==> src/itrl_defs.svh <==
`ifndef ITRL_DEFS_SVH
`define ITRL_DEFS_SVH
// port offsets from the timer base (counter n at n, control word at 3)
`define ITRL_CTRL_ADDR 2'h3
// control word fields
`define ITRL_SEL_HI 7
`define ITRL_SEL_LO 6
`define ITRL_RW_HI 5
`define ITRL_RW_LO 4
`define ITRL_MODE_HI 3
`define ITRL_MODE_LO 1
`define ITRL_BCD_BIT 0
// read-back fields
`define ITRL_RB_NOCNT 5
`define ITRL_RB_NOSTS 4
`define ITRL_RB_SEL0 1
// encodings
`define ITRL_SEL_RB 2'h3
`define ITRL_RW_LATCH 2'h0
`define ITRL_RW_LSB 2'h1
`define ITRL_RW_MSB 2'h2
`define ITRL_RW_BOTH 2'h3
// reset programming
`define ITRL_RST_RW 2'h3
`define ITRL_RST_MODE 3'h0
`define ITRL_RST_BCD 1'h0
`define ITRL_ZERO_BYTE 8'h00
`endif

==> src/itrl_pkg.sv <==
package itrl_pkg;
   typedef enum logic [1:0] {
      ITRL_CMD_NONE = 2'b00,
      ITRL_CMD_READBACK = 2'b01,
      ITRL_CMD_LATCH = 2'b10,
      ITRL_CMD_PROGRAM = 2'b11
   } itrl_cmd_e;

   typedef struct packed {
      logic [2:0][15:0] cnt_latch;
      logic [2:0] cnt_full;
      logic [2:0][7:0] sts_latch;
      logic [2:0] sts_full;
      logic [2:0] rd_hi;
      logic [2:0][1:0] rw_sel;
      logic [2:0][2:0] mode;
      logic [2:0] bcd;
      logic [7:0] rdata;
      logic rvalid;
   } itrl_state_s;
endpackage

==> src/itrl_readback.sv <==
// Behaviour
// control word with top bits 11 is a read-back command
// read-back freezes status and/or count; later port reads return frozen values
// read-back bit 5 clear freezes count of selected counters
// read-back bit 4 clear freezes status of selected counters
// bits 3,2,1 select counters 2,1,0; unselected counters untouched
// software writes zero to reserved bits of both commands
// bits 5:4 equal 00 is a counter latch command; reads return frozen count
// latch command top bits 00,01,10 choose counter 0,1,2
// latch captures the count of the command cycle; counting continues
// latch on a counter still holding an unread frozen count is ignored
// two-byte counts read in two accesses; pointer kept per counter
// software must not interleave routines reading the same counter
// read-back captures count, mode, output level, null-count flag
// frozen status returned on next read of the counter port
// status bit 7 is the output pin level at capture
// status bit 6 is the null-count flag
// status 5:4 byte access, 3:1 mode, 0 bcd
// status byte first, then frozen count bytes, then live count
// all frozen bytes read releases the counter latches
`timescale 1ns/1ns
`include "itrl_defs.svh"
module itrl_readback
   import itrl_pkg::*;
(
   // clock and reset
   input wire logic core_clk,
   input wire logic rst_n,
   // timer port access
   input wire logic [1:0] io_addr,
   input wire logic io_wr,
   input wire logic io_rd,
   input wire logic [7:0] io_wdata,
   output logic [7:0] io_rdata,
   output logic io_rvalid,
   // counter core state
   input wire logic [2:0][15:0] cnt_value,
   input wire logic [2:0] out_level,
   input wire logic [2:0] null_count,
   // programming to counter core
   output logic [2:0][1:0] prog_rw_sel,
   output logic [2:0][2:0] prog_mode,
   output logic [2:0] prog_bcd
);
   itrl_state_s s;
   itrl_state_s next_s;
   itrl_cmd_e cmd;
   logic [1:0] sel;

   function automatic logic [7:0] itrl_status(input logic out_l, input logic null_c,
      input logic [1:0] rw, input logic [2:0] md, input logic bc);
      itrl_status = {out_l, null_c, rw, md, bc};
   endfunction

   assign sel = io_wdata[`ITRL_SEL_HI:`ITRL_SEL_LO];

   always_comb
   begin
      cmd = ITRL_CMD_NONE;
      if (io_wr && io_addr == `ITRL_CTRL_ADDR)
      begin
         if (sel == `ITRL_SEL_RB)
            cmd = ITRL_CMD_READBACK;
         else if (io_wdata[`ITRL_RW_HI:`ITRL_RW_LO] == `ITRL_RW_LATCH)
            cmd = ITRL_CMD_LATCH;
         else
            cmd = ITRL_CMD_PROGRAM;
      end
   end

   always_comb
   begin
      logic [7:0] byte_v;
      logic [15:0] val;
      byte_v = `ITRL_ZERO_BYTE;
      val = cnt_value[0];
      next_s = s;
      next_s.rvalid = 1'b0;
      for (int i = 0; i < 3; i++)
      begin
         case (cmd)
            ITRL_CMD_READBACK:
            begin
               if (io_wdata[`ITRL_RB_SEL0 + i])
               begin
                  if (!io_wdata[`ITRL_RB_NOCNT] && !s.cnt_full[i])
                  begin
                     next_s.cnt_latch[i] = cnt_value[i];
                     next_s.cnt_full[i] = 1'b1;
                  end
                  if (!io_wdata[`ITRL_RB_NOSTS] && !s.sts_full[i])
                  begin
                     next_s.sts_latch[i] = itrl_status(out_level[i], null_count[i],
                        s.rw_sel[i], s.mode[i], s.bcd[i]);
                     next_s.sts_full[i] = 1'b1;
                  end
               end
            end
            ITRL_CMD_LATCH:
            begin
               if (sel == 2'(i) && !s.cnt_full[i])
               begin
                  next_s.cnt_latch[i] = cnt_value[i];
                  next_s.cnt_full[i] = 1'b1;
               end
            end
            ITRL_CMD_PROGRAM:
            begin
               if (sel == 2'(i))
               begin
                  next_s.rw_sel[i] = io_wdata[`ITRL_RW_HI:`ITRL_RW_LO];
                  next_s.mode[i] = io_wdata[`ITRL_MODE_HI:`ITRL_MODE_LO];
                  next_s.bcd[i] = io_wdata[`ITRL_BCD_BIT];
                  next_s.rd_hi[i] = 1'b0;
                  next_s.cnt_full[i] = 1'b0;
                  next_s.sts_full[i] = 1'b0;
               end
            end
            default:
            begin
            end
         endcase
      end
      if (io_rd)
      begin
         next_s.rvalid = 1'b1;
         next_s.rdata = `ITRL_ZERO_BYTE;
         for (int i = 0; i < 3; i++)
         begin
            if (io_addr == 2'(i))
            begin
               if (s.sts_full[i])
               begin
                  next_s.rdata = s.sts_latch[i];
                  next_s.sts_full[i] = 1'b0;
               end
               else
               begin
                  val = s.cnt_full[i] ? s.cnt_latch[i] : cnt_value[i];
                  if (s.rw_sel[i] == `ITRL_RW_MSB ||
                     (s.rw_sel[i] == `ITRL_RW_BOTH && s.rd_hi[i]))
                     byte_v = val[15:8];
                  else
                     byte_v = val[7:0];
                  next_s.rdata = byte_v;
                  if (s.rw_sel[i] == `ITRL_RW_BOTH)
                     next_s.rd_hi[i] = !s.rd_hi[i];
                  if (s.cnt_full[i] && (s.rw_sel[i] != `ITRL_RW_BOTH || s.rd_hi[i]))
                     next_s.cnt_full[i] = 1'b0;
               end
            end
         end
      end
   end

   always_ff @(posedge core_clk)
   begin
      if (!rst_n)
      begin
         s <= '0;
         for (int i = 0; i < 3; i++)
         begin
            s.rw_sel[i] <= `ITRL_RST_RW;
            s.mode[i] <= `ITRL_RST_MODE;
            s.bcd[i] <= `ITRL_RST_BCD;
         end
      end
      else
         s <= next_s;
   end

   assign io_rdata = s.rdata;
   assign io_rvalid = s.rvalid;
   assign prog_rw_sel = s.rw_sel;
   assign prog_mode = s.mode;
   assign prog_bcd = s.bcd;

   a_read_answers: assert property (@(posedge core_clk) disable iff (!rst_n)
      io_rd |=> io_rvalid ##1 !io_rvalid || $past(io_rd))
      else $error("read not answered next cycle");

   for (genvar g = 0; g < 3; g++)
   begin : g_chk
      a_rb_count: assert property (@(posedge core_clk) disable iff (!rst_n)
         (cmd == ITRL_CMD_READBACK && io_wdata[`ITRL_RB_SEL0 + g] &&
         !io_wdata[`ITRL_RB_NOCNT] && !s.cnt_full[g] && !io_rd)
         |=> s.cnt_full[g] && s.cnt_latch[g] == $past(cnt_value[g]))
         else $error("read-back count not captured");
      a_rb_status: assert property (@(posedge core_clk) disable iff (!rst_n)
         (cmd == ITRL_CMD_READBACK && io_wdata[`ITRL_RB_SEL0 + g] &&
         !io_wdata[`ITRL_RB_NOSTS] && !s.sts_full[g] && !io_rd)
         |=> s.sts_latch[g][7] == $past(out_level[g]) &&
         s.sts_latch[g][6] == $past(null_count[g]) && s.sts_full[g])
         else $error("status pin or null flag wrong");
      a_unsel_keep: assert property (@(posedge core_clk) disable iff (!rst_n)
         (cmd == ITRL_CMD_READBACK && !io_wdata[`ITRL_RB_SEL0 + g] && !s.cnt_full[g])
         |=> !s.cnt_full[g])
         else $error("unselected counter frozen");
      a_latch_hold: assert property (@(posedge core_clk) disable iff (!rst_n)
         (cmd == ITRL_CMD_LATCH && sel == g && s.cnt_full[g])
         |=> $stable(s.cnt_latch[g]))
         else $error("second latch overwrote count");
      a_sts_first: assert property (@(posedge core_clk) disable iff (!rst_n)
         (io_rd && io_addr == g && s.sts_full[g] && cmd == ITRL_CMD_NONE)
         |=> io_rdata == $past(s.sts_latch[g]) && !s.sts_full[g] && $stable(s.cnt_full[g]))
         else $error("status not returned first");
      a_two_release: assert property (@(posedge core_clk) disable iff (!rst_n)
         (io_rd && io_addr == g && !s.sts_full[g] && s.cnt_full[g] &&
         s.rw_sel[g] == `ITRL_RW_BOTH && s.rd_hi[g] && cmd == ITRL_CMD_NONE)
         |=> !s.cnt_full[g] && io_rdata == $past(s.cnt_latch[g][15:8]))
         else $error("second byte did not release latch");
   end
endmodule

==> config.mk <==
export PLATFORM = sky130hd
export DESIGN_NAME = itrl_readback
export DESIGN_NICKNAME = d
export VERILOG_FILES = /design/src/itrl_pkg.sv /design/src/itrl_readback.sv
export VERILOG_INCLUDE_DIRS = /design/src /design/src/src
export SDC_FILE = /design/constraint.sdc
export NUM_CORES = 1
export LEC_CHECK = 0
export CELL_PAD_IN_SITES_DETAIL_PLACEMENT = 1
export CELL_PAD_IN_SITES_GLOBAL_PLACEMENT = 2
export CORE_ASPECT_RATIO = 1.5
export CORE_MARGIN = 3
export CORE_UTILIZATION = 41
export CTS_BUF_LIST = sky130_fd_sc_hd__clkbuf_2 sky130_fd_sc_hd__clkbuf_4 sky130_fd_sc_hd__clkbuf_8
export DETAILED_ROUTE_END_ITERATION = 7
export DONT_BUFFER_PORTS = 1
export GPL_TIMING_DRIVEN = 0
export PLACE_DENSITY_LB_ADDON = 0.12
export SLEW_MARGIN = 20
export SYNTH_ARGS = -nofsm -noshare
export SYNTH_HDL_FRONTEND = slang
export SYNTH_SLANG_ARGS = --single-unit
==> constraint.sdc <==
create_clock -name core_clk -period 2.4 [get_ports core_clk]
set_input_delay 0.48 -clock core_clk [delete_from_list [all_inputs] [get_ports core_clk]]
set_output_delay 0.48 -clock core_clk [all_outputs]
set_load 0.01 [all_outputs]
==> results of run 1 <==
[where the power goes]
part / internal (mW) / leakage, nW / total (mW) / switching, mW
Combinational: 0.145 / 1.09 / 0.324 / 0.180
Sequential: 1.82 / 0.873 / 1.83 / 0.0177
Clock: 0.555 / 0.112 / 1.22 / 0.662
Total: 2.52 / 2.08 / 3.38 / 0.860
[cell usage in the layout, fill, tap and decap left out, types with 2 or more instances in the layout]
| master | instances |
|---|---|
| buf_6 | 2 |
| buf_4 | 29 |
| nand2b_1 | 2 |
| a31oi_1 | 10 |
| nand2_1 | 71 |
| and2_1 | 4 |
| a211oi_1 | 8 |
| nor2b_1 | 56 |
| nor4b_1 | 3 |
| clkinv_4 | 2 |
| a21boi_2 | 2 |
| o211ai_1 | 2 |
| clkbuf_8 | 13 |
| o21a_1 | 2 |
| mux2i_1 | 56 |
| clkbuf_2 | 3 |
| buf_2 | 8 |
| nor4_1 | 2 |
| buf_1 | 3 |
| clkbuf_1 | 23 |
| nand4b_1 | 2 |
| nand3b_1 | 9 |
| mux4_2 | 20 |
| nor3b_1 | 2 |
| a21oi_2 | 2 |
| nor2_1 | 9 |
| nand3_1 | 54 |
| mux4_1 | 4 |
| o21ai_0 | 44 |
| dfxtp_1 | 108 |
| and3_1 | 2 |
| inv_1 | 3 |
| a21oi_1 | 10 |
[per-stage QoR]
step / hold WS [ns] / instance area (µm²) / setup slack [ns] / util [%] / std cells
after global routing: 0.2099 / 5882 / 0.06323 / 45.18 / 749
after global placement: 0.4393 / 5650 / 0.07088 / 43.41 / 733
after detailed placement: 0.4514 / 5650 / 0.04115 / 43.41 / 733
after floorplan: 0.4313 / 5451 / 0.5394 / - / 574
after CTS: 0.2095 / 5877 / 0.1573 / 45.15 / 749
final: 0.2323 / 5882 / 0.1857 / 45.18 / 749
[sequential cells by signal (all words and copies together), names as in the netlist]
| register | count |
|---|---|
| io_rdata | 8 |
| io_rvalid | 1 |
| s | 81 |
| prog_mode | 9 |
| prog_bcd | 3 |
| prog_rw_sel | 6 |
[timing repair]
| action | 4_1_cts | 5_1_grt |
|---|---|---|
| setup endpoints to repair | 1 | 0 |
| gates resized for setup | 1 | 0 |
| hold buffers | 0 | 0 |
[worst max-delay path by stage]
stage | end | slack (ns) | depth (start not counted)
floorplan | io_rdata[1] | 0.54 | 5
global placement | io_rdata[1] | 0.07 | 5
detailed placement | io_rdata[3] | 0.04 | 5
CTS | io_rdata[1] | 0.16 | 5
global route | io_rdata[0] | 0.06 | 5
finish | io_rdata[3] | 0.19 | 5
[layer usage]
layer  share of wire (%)  vias up  routed length [µm]
met5                   0        -                   0
met4                 2.0        0                 336
met1                  40     2076                6621
met3                 4.6       18                 755
li1                    -     2030                   -
met2                  53       89                8872
[cell families after synthesis]
kind of cell	Yosys count
AO/OA/AOI/OAI	84
buffers and inverters	74
flip-flops	108
multiplexers	81
AND/OR/NAND/NOR	227
[worst register-to-register path, stage by stage, from the launching register on]
cell	delay, ns
dfxtp_1	0.40
inv_1	0.10
o21ai_4	0.39
mux4_1	0.71
a211oi_1	0.36
a31oi_1	0.13
[area by class of cell]
class                           count  area [µm²]
Fill cell                        1524        7136
Multi-Input combinational cell    392        2850
Sequential cell                   108        2162
Buffer                             71       440.4
Tap cell                          159       198.9
Clock buffer                       11       151.4
Clock inverter                      5       67.56
Inverter                            3       11.26
==> results.toml, run 1 <==
[setup_path]
r2r-start = "prog_rw_sel[0]"
crit_path_end_kind = "register"
critPathBufInv = 1
cp-startpoint = "prog_rw_sel[0]"
startpoint_type = "register"
cp_cell_sequence = "inv_1, o21ai_4, mux4_1, a211oi_1, a31oi_1"
critPathArrivalTime_ns = 2.47
max_stage_delay_ns = 0.71
path_delay_family = "compound AO/OA/AOI/OAI gates"
r2r_slack_ns = 0.19
worstReg2RegEnd = "io_rdata[3]"
crit_required_ns = 2.66
cp_slowest_cell = "mux4_1"
crit_type = "reg -> reg"
reg2regPathDepth = 5
crit_fanout = 8

[cts]
path_clk_slew_ns = 0.11
cts_root_buf = "clkbuf_8"
cts_buffer_depth = 2
cts_num_sinks = 108
htreeDepth = 3
postCtsSetupRepairBufs = 0
cts_tree = "yes"
cts_made_buffers = 9
clk_latency_ns = 0.38

[finish]
drive_above_1_share_pct = 15.76
nets = 653
n_antenna_cell = 0
area_growth_pct = 7.895

[global_route]
grt_max_degree = 19
grt.overflow.total = 0
grt_pass1_wl_um = 25820
antenna_found_initial = 0
grt_util_met3_pct = 4.798
busiest_layer = "met2"
grt_util_met1_pct = 27.20
grt_pass1_vias = 4538
grt_util_all_layers_pct = 22.90
use_met2_pct = 41.27

[yosys]
synthAdderAreaFrac_pct = 0
synth_xor_area_share_pct = 0
synth-seq-cells = 108
synth_area_mm2 = 0.005451
synth_cells = 574
synth_area_leaders = "dfxtp_1, mux2i_1, mux4_2"
synth_top_family_by_area = "simple AND/OR/NAND/NOR gates"
synthDistinctLibCells = 49
synth_common_cells = "dfxtp_1, nand2_1, mux2i_1, nor2b_1, nand3_1"
syn_nets = 642
ys_seq_area_share_pct = 39.66
synth-compound-area-share_pct = 9.112
syn_area_per_cell_um2 = 9.497
synth.most_common_cell = "dfxtp_1"
netlist.area_leader.share_pct = 39.66
async_flop_share_pct = 0
synth-simple-area-share_pct = 22.26
yosysWarnings = 0
yosysTopAreaCell = "dfxtp_1"
synth_top_flop_cell = "dfxtp_1"
synthMuxAreaShare_pct = 20.68
synth_edf_count = 0

[die]
dieArea_mm2 = 0.01474
die_h_um = 147.2
io_pins = 95
die_w_um = 100.2
rows = 51
start_util_pct = 41.88
core-area_mm2 = 0.01302

[pwr]
finalPower_mw = 3.377
leakagePower_nw = 2.080
power_density_mw_per_mm2 = 574.1
vdd_drop_max_mv = 0.2262

[sta]
period_minus_slack_ns = 2.214
hold_violations = 0
skew_ns = 0.01036
rsz0062_at_grt = "false"
drv_slew = 0
fmax_mhz = 451.6
setup_viol_count_final = 0
relSlewSlack_pct = 50.01
tightest_slew_ns = 0.7455
fin_crit_sh_pct = 92.26
finalSetupTns_ns = 0

[route]
drtPass1Iterations = 4
drtIter0Drc = 139
drc = 0
vias = 4213
vias_per_cell = 5.625
routedWlPerCell_um = 22.14
antenna_left = 0
wirelength_um = 16590

[hold_path]
min_path_type = "in -> reg"
min_to = "prog_rw_sel[1]"
hp-start = "io_wdata[5]"
holdPathStages = 2

[run_status]
status = "completed"

[placement]
dp_hpwl_um = 12880
port_buffers = 0
gp_congestion = 0.7891

[job]
cap_violations = 0
Note: power is estimated with default switching activity, not from simulation.
==> run 2: changes to the inputs <==
Settings changed: CORE_UTILIZATION 41 to 37, SLEW_MARGIN 20 to default.
Clock period 2.4 ns to 1.8 ns, I/O delays scaled along.
==> results.toml, run 2 (synthesis gave the netlist of run 1 again) <==
[sta]
hold_violations = 0
fin_crit_sh_pct = 98.08
drv_slew = 0
tightest_slew_ns = 0.8741
rsz0062_at_grt = "true"
relSlewSlack_pct = 41.41
setup_viol_count_final = 0
finalSetupTns_ns = 0
fmax_mhz = 566.4
skew_ns = 0.01066
period_minus_slack_ns = 1.766

[pwr]
vdd_drop_max_mv = 0.4638
power_density_mw_per_mm2 = 736.4
leakagePower_nw = 2.144
finalPower_mw = 4.466

[finish]
nets = 661
seq_area_mm2 = 0.002165
fill_cells = 1672
largest-register = "s"
n_antenna_cell = 0
drive_above_1_share_pct = 19.90
largest_register_ffs = 81
area_growth_pct = 11.25
final_cell_mix = "dfxtp_1, nand2_1, nor2b_1, mux2i_1, nand3_1"
final_core_util_pct = 42.74
layout_commonest_cell = "dfxtp_1"
multi_input_area_mm2 = 0.002902

[global_route]
antenna_found_initial = 0
grt.overflow.total = 0
grt_pass1_vias = 4717
grt_max_degree = 19
grt_pass1_wl_um = 26980
grt_util_all_layers_pct = 21.43

[route]
wl_met2_um = 9042
antenna_left = 0
vias = 4265
top_layer_used = "met4"
routedWlPerCell_um = 21.83
met3_length_um = 890
wirelength_um = 17250
vias_per_cell = 5.399
drtPass1Iterations = 4
drc = 0
drtIter0Drc = 119
met1Wirelength_um = 6887

[placement]
port_buffers = 0
dp_hpwl_um = 13180
gp_congestion = 0.8109

[cts]
htreeDepth = 3
cts_num_sinks = 108
clk_latency_ns = 0.37
path_clk_slew_ns = 0.11
cts_root_buf = "clkbuf_8"
cts_tree = "yes"
cts_made_buffers = 9
cts_hold_buffers = 0
cts_buffer_depth = 2

[setup_path]
crit_type = "reg -> reg"
crit_required_ns = 2.06
crit_path_end_kind = "register"
critPathArrivalTime_ns = 2.02
crit_fanout = 7
startpoint_type = "register"

[die]
die_w_um = 105.1
rows = 53
core-area_mm2 = 0.01419
die_h_um = 154.7
dieArea_mm2 = 0.01626
start_util_pct = 38.41
io_pins = 95

[hold_path]
min_path_type = "in -> reg"

[run_status]
status = "completed"

[job]
cap_violations = 0
## run 2: cell count changes in the layout (fill, tap and decap cells not counted), moves of 3 or more
| cell | delta |
|---|---|
| a211oi_1 | -8 |
| a211oi_2 | +8 |
| buf_12 | +3 |
| buf_4 | +3 |
| clkbuf_1 | -3 |
| clkbuf_2 | +3 |
| mux4_1 | -3 |
| mux4_2 | +3 |
## run 2: area by class of cell
type	instances	share of cell area, %
inverter	3	0.1857
timing repair buffer	8	1.733
tap	192	3.961
clock inverter	7	1.217
multi-input combinational	392	47.84
clock buffer	9	2.043
sequential	108	35.69
buffer	71	7.324
## run 2: critical path, stage by stage, from the launching register on
cell	delay, ns
dfxtp_2	0.35
inv_2	0.05
o21ai_4	0.14
buf_12	0.14
buf_6	0.09
mux4_2	0.55
a211oi_2	0.23
a31oi_1	0.10
## run 2: path summary, 6_finish.rpt
path | end | from | slack (ns) | depth (start not counted)
worst min register to register | s[66] | s[66] | 0.46 | 2
worst max-delay path | io_rdata[2] | prog_rw_sel[0] | 0.03 | 7
worst min-delay path | s[75] | cnt_value[15] | 0.12 | 2
worst max register to register | io_rdata[2] | prog_rw_sel[0] | 0.03 | 7
## run 2: power by group
group | internal, mW | leakage (nW) | switching [mW]
Combinational | 0.226 | 1.17 | 0.253
Clock | 0.653 | 0.100 | 0.886
Sequential | 2.42 | 0.873 | 0.0246
Total | 3.30 | 2.14 | 1.16
## run 2: what timing repair did
action                                  CTS  global route
endpoints found under the setup margin   26            15
setup buffers                             7             1
resized for setup                        19             7
hold endpoints to repair                  0             0
pin swaps                                 6             7
## run 2: metal layers
metal | vias up | GRT usage, %
li1 | 2036 | -
met1 | 2111 | 24.26
met2 | 96 | 38.93
met3 | 22 | 5.595
met4 | 0 | 6.942
met5 | - | 0
## run 2: metrics by stage
stage	instance area (µm²)	hold WS [ns]	std cells	worst slack [ns]
2_1_floorplan	5459	0.4313	574	0.03784
3_3_place_gp	5699	0.4403	766	-0.4064
3_5_place_dp	5699	0.4509	766	-0.4590
4_1_cts	6042	0.09431	789	0.002108
5_1_grt	6065	0.09261	790	-0.06449
6_report	6065	0.1171	790	0.03448
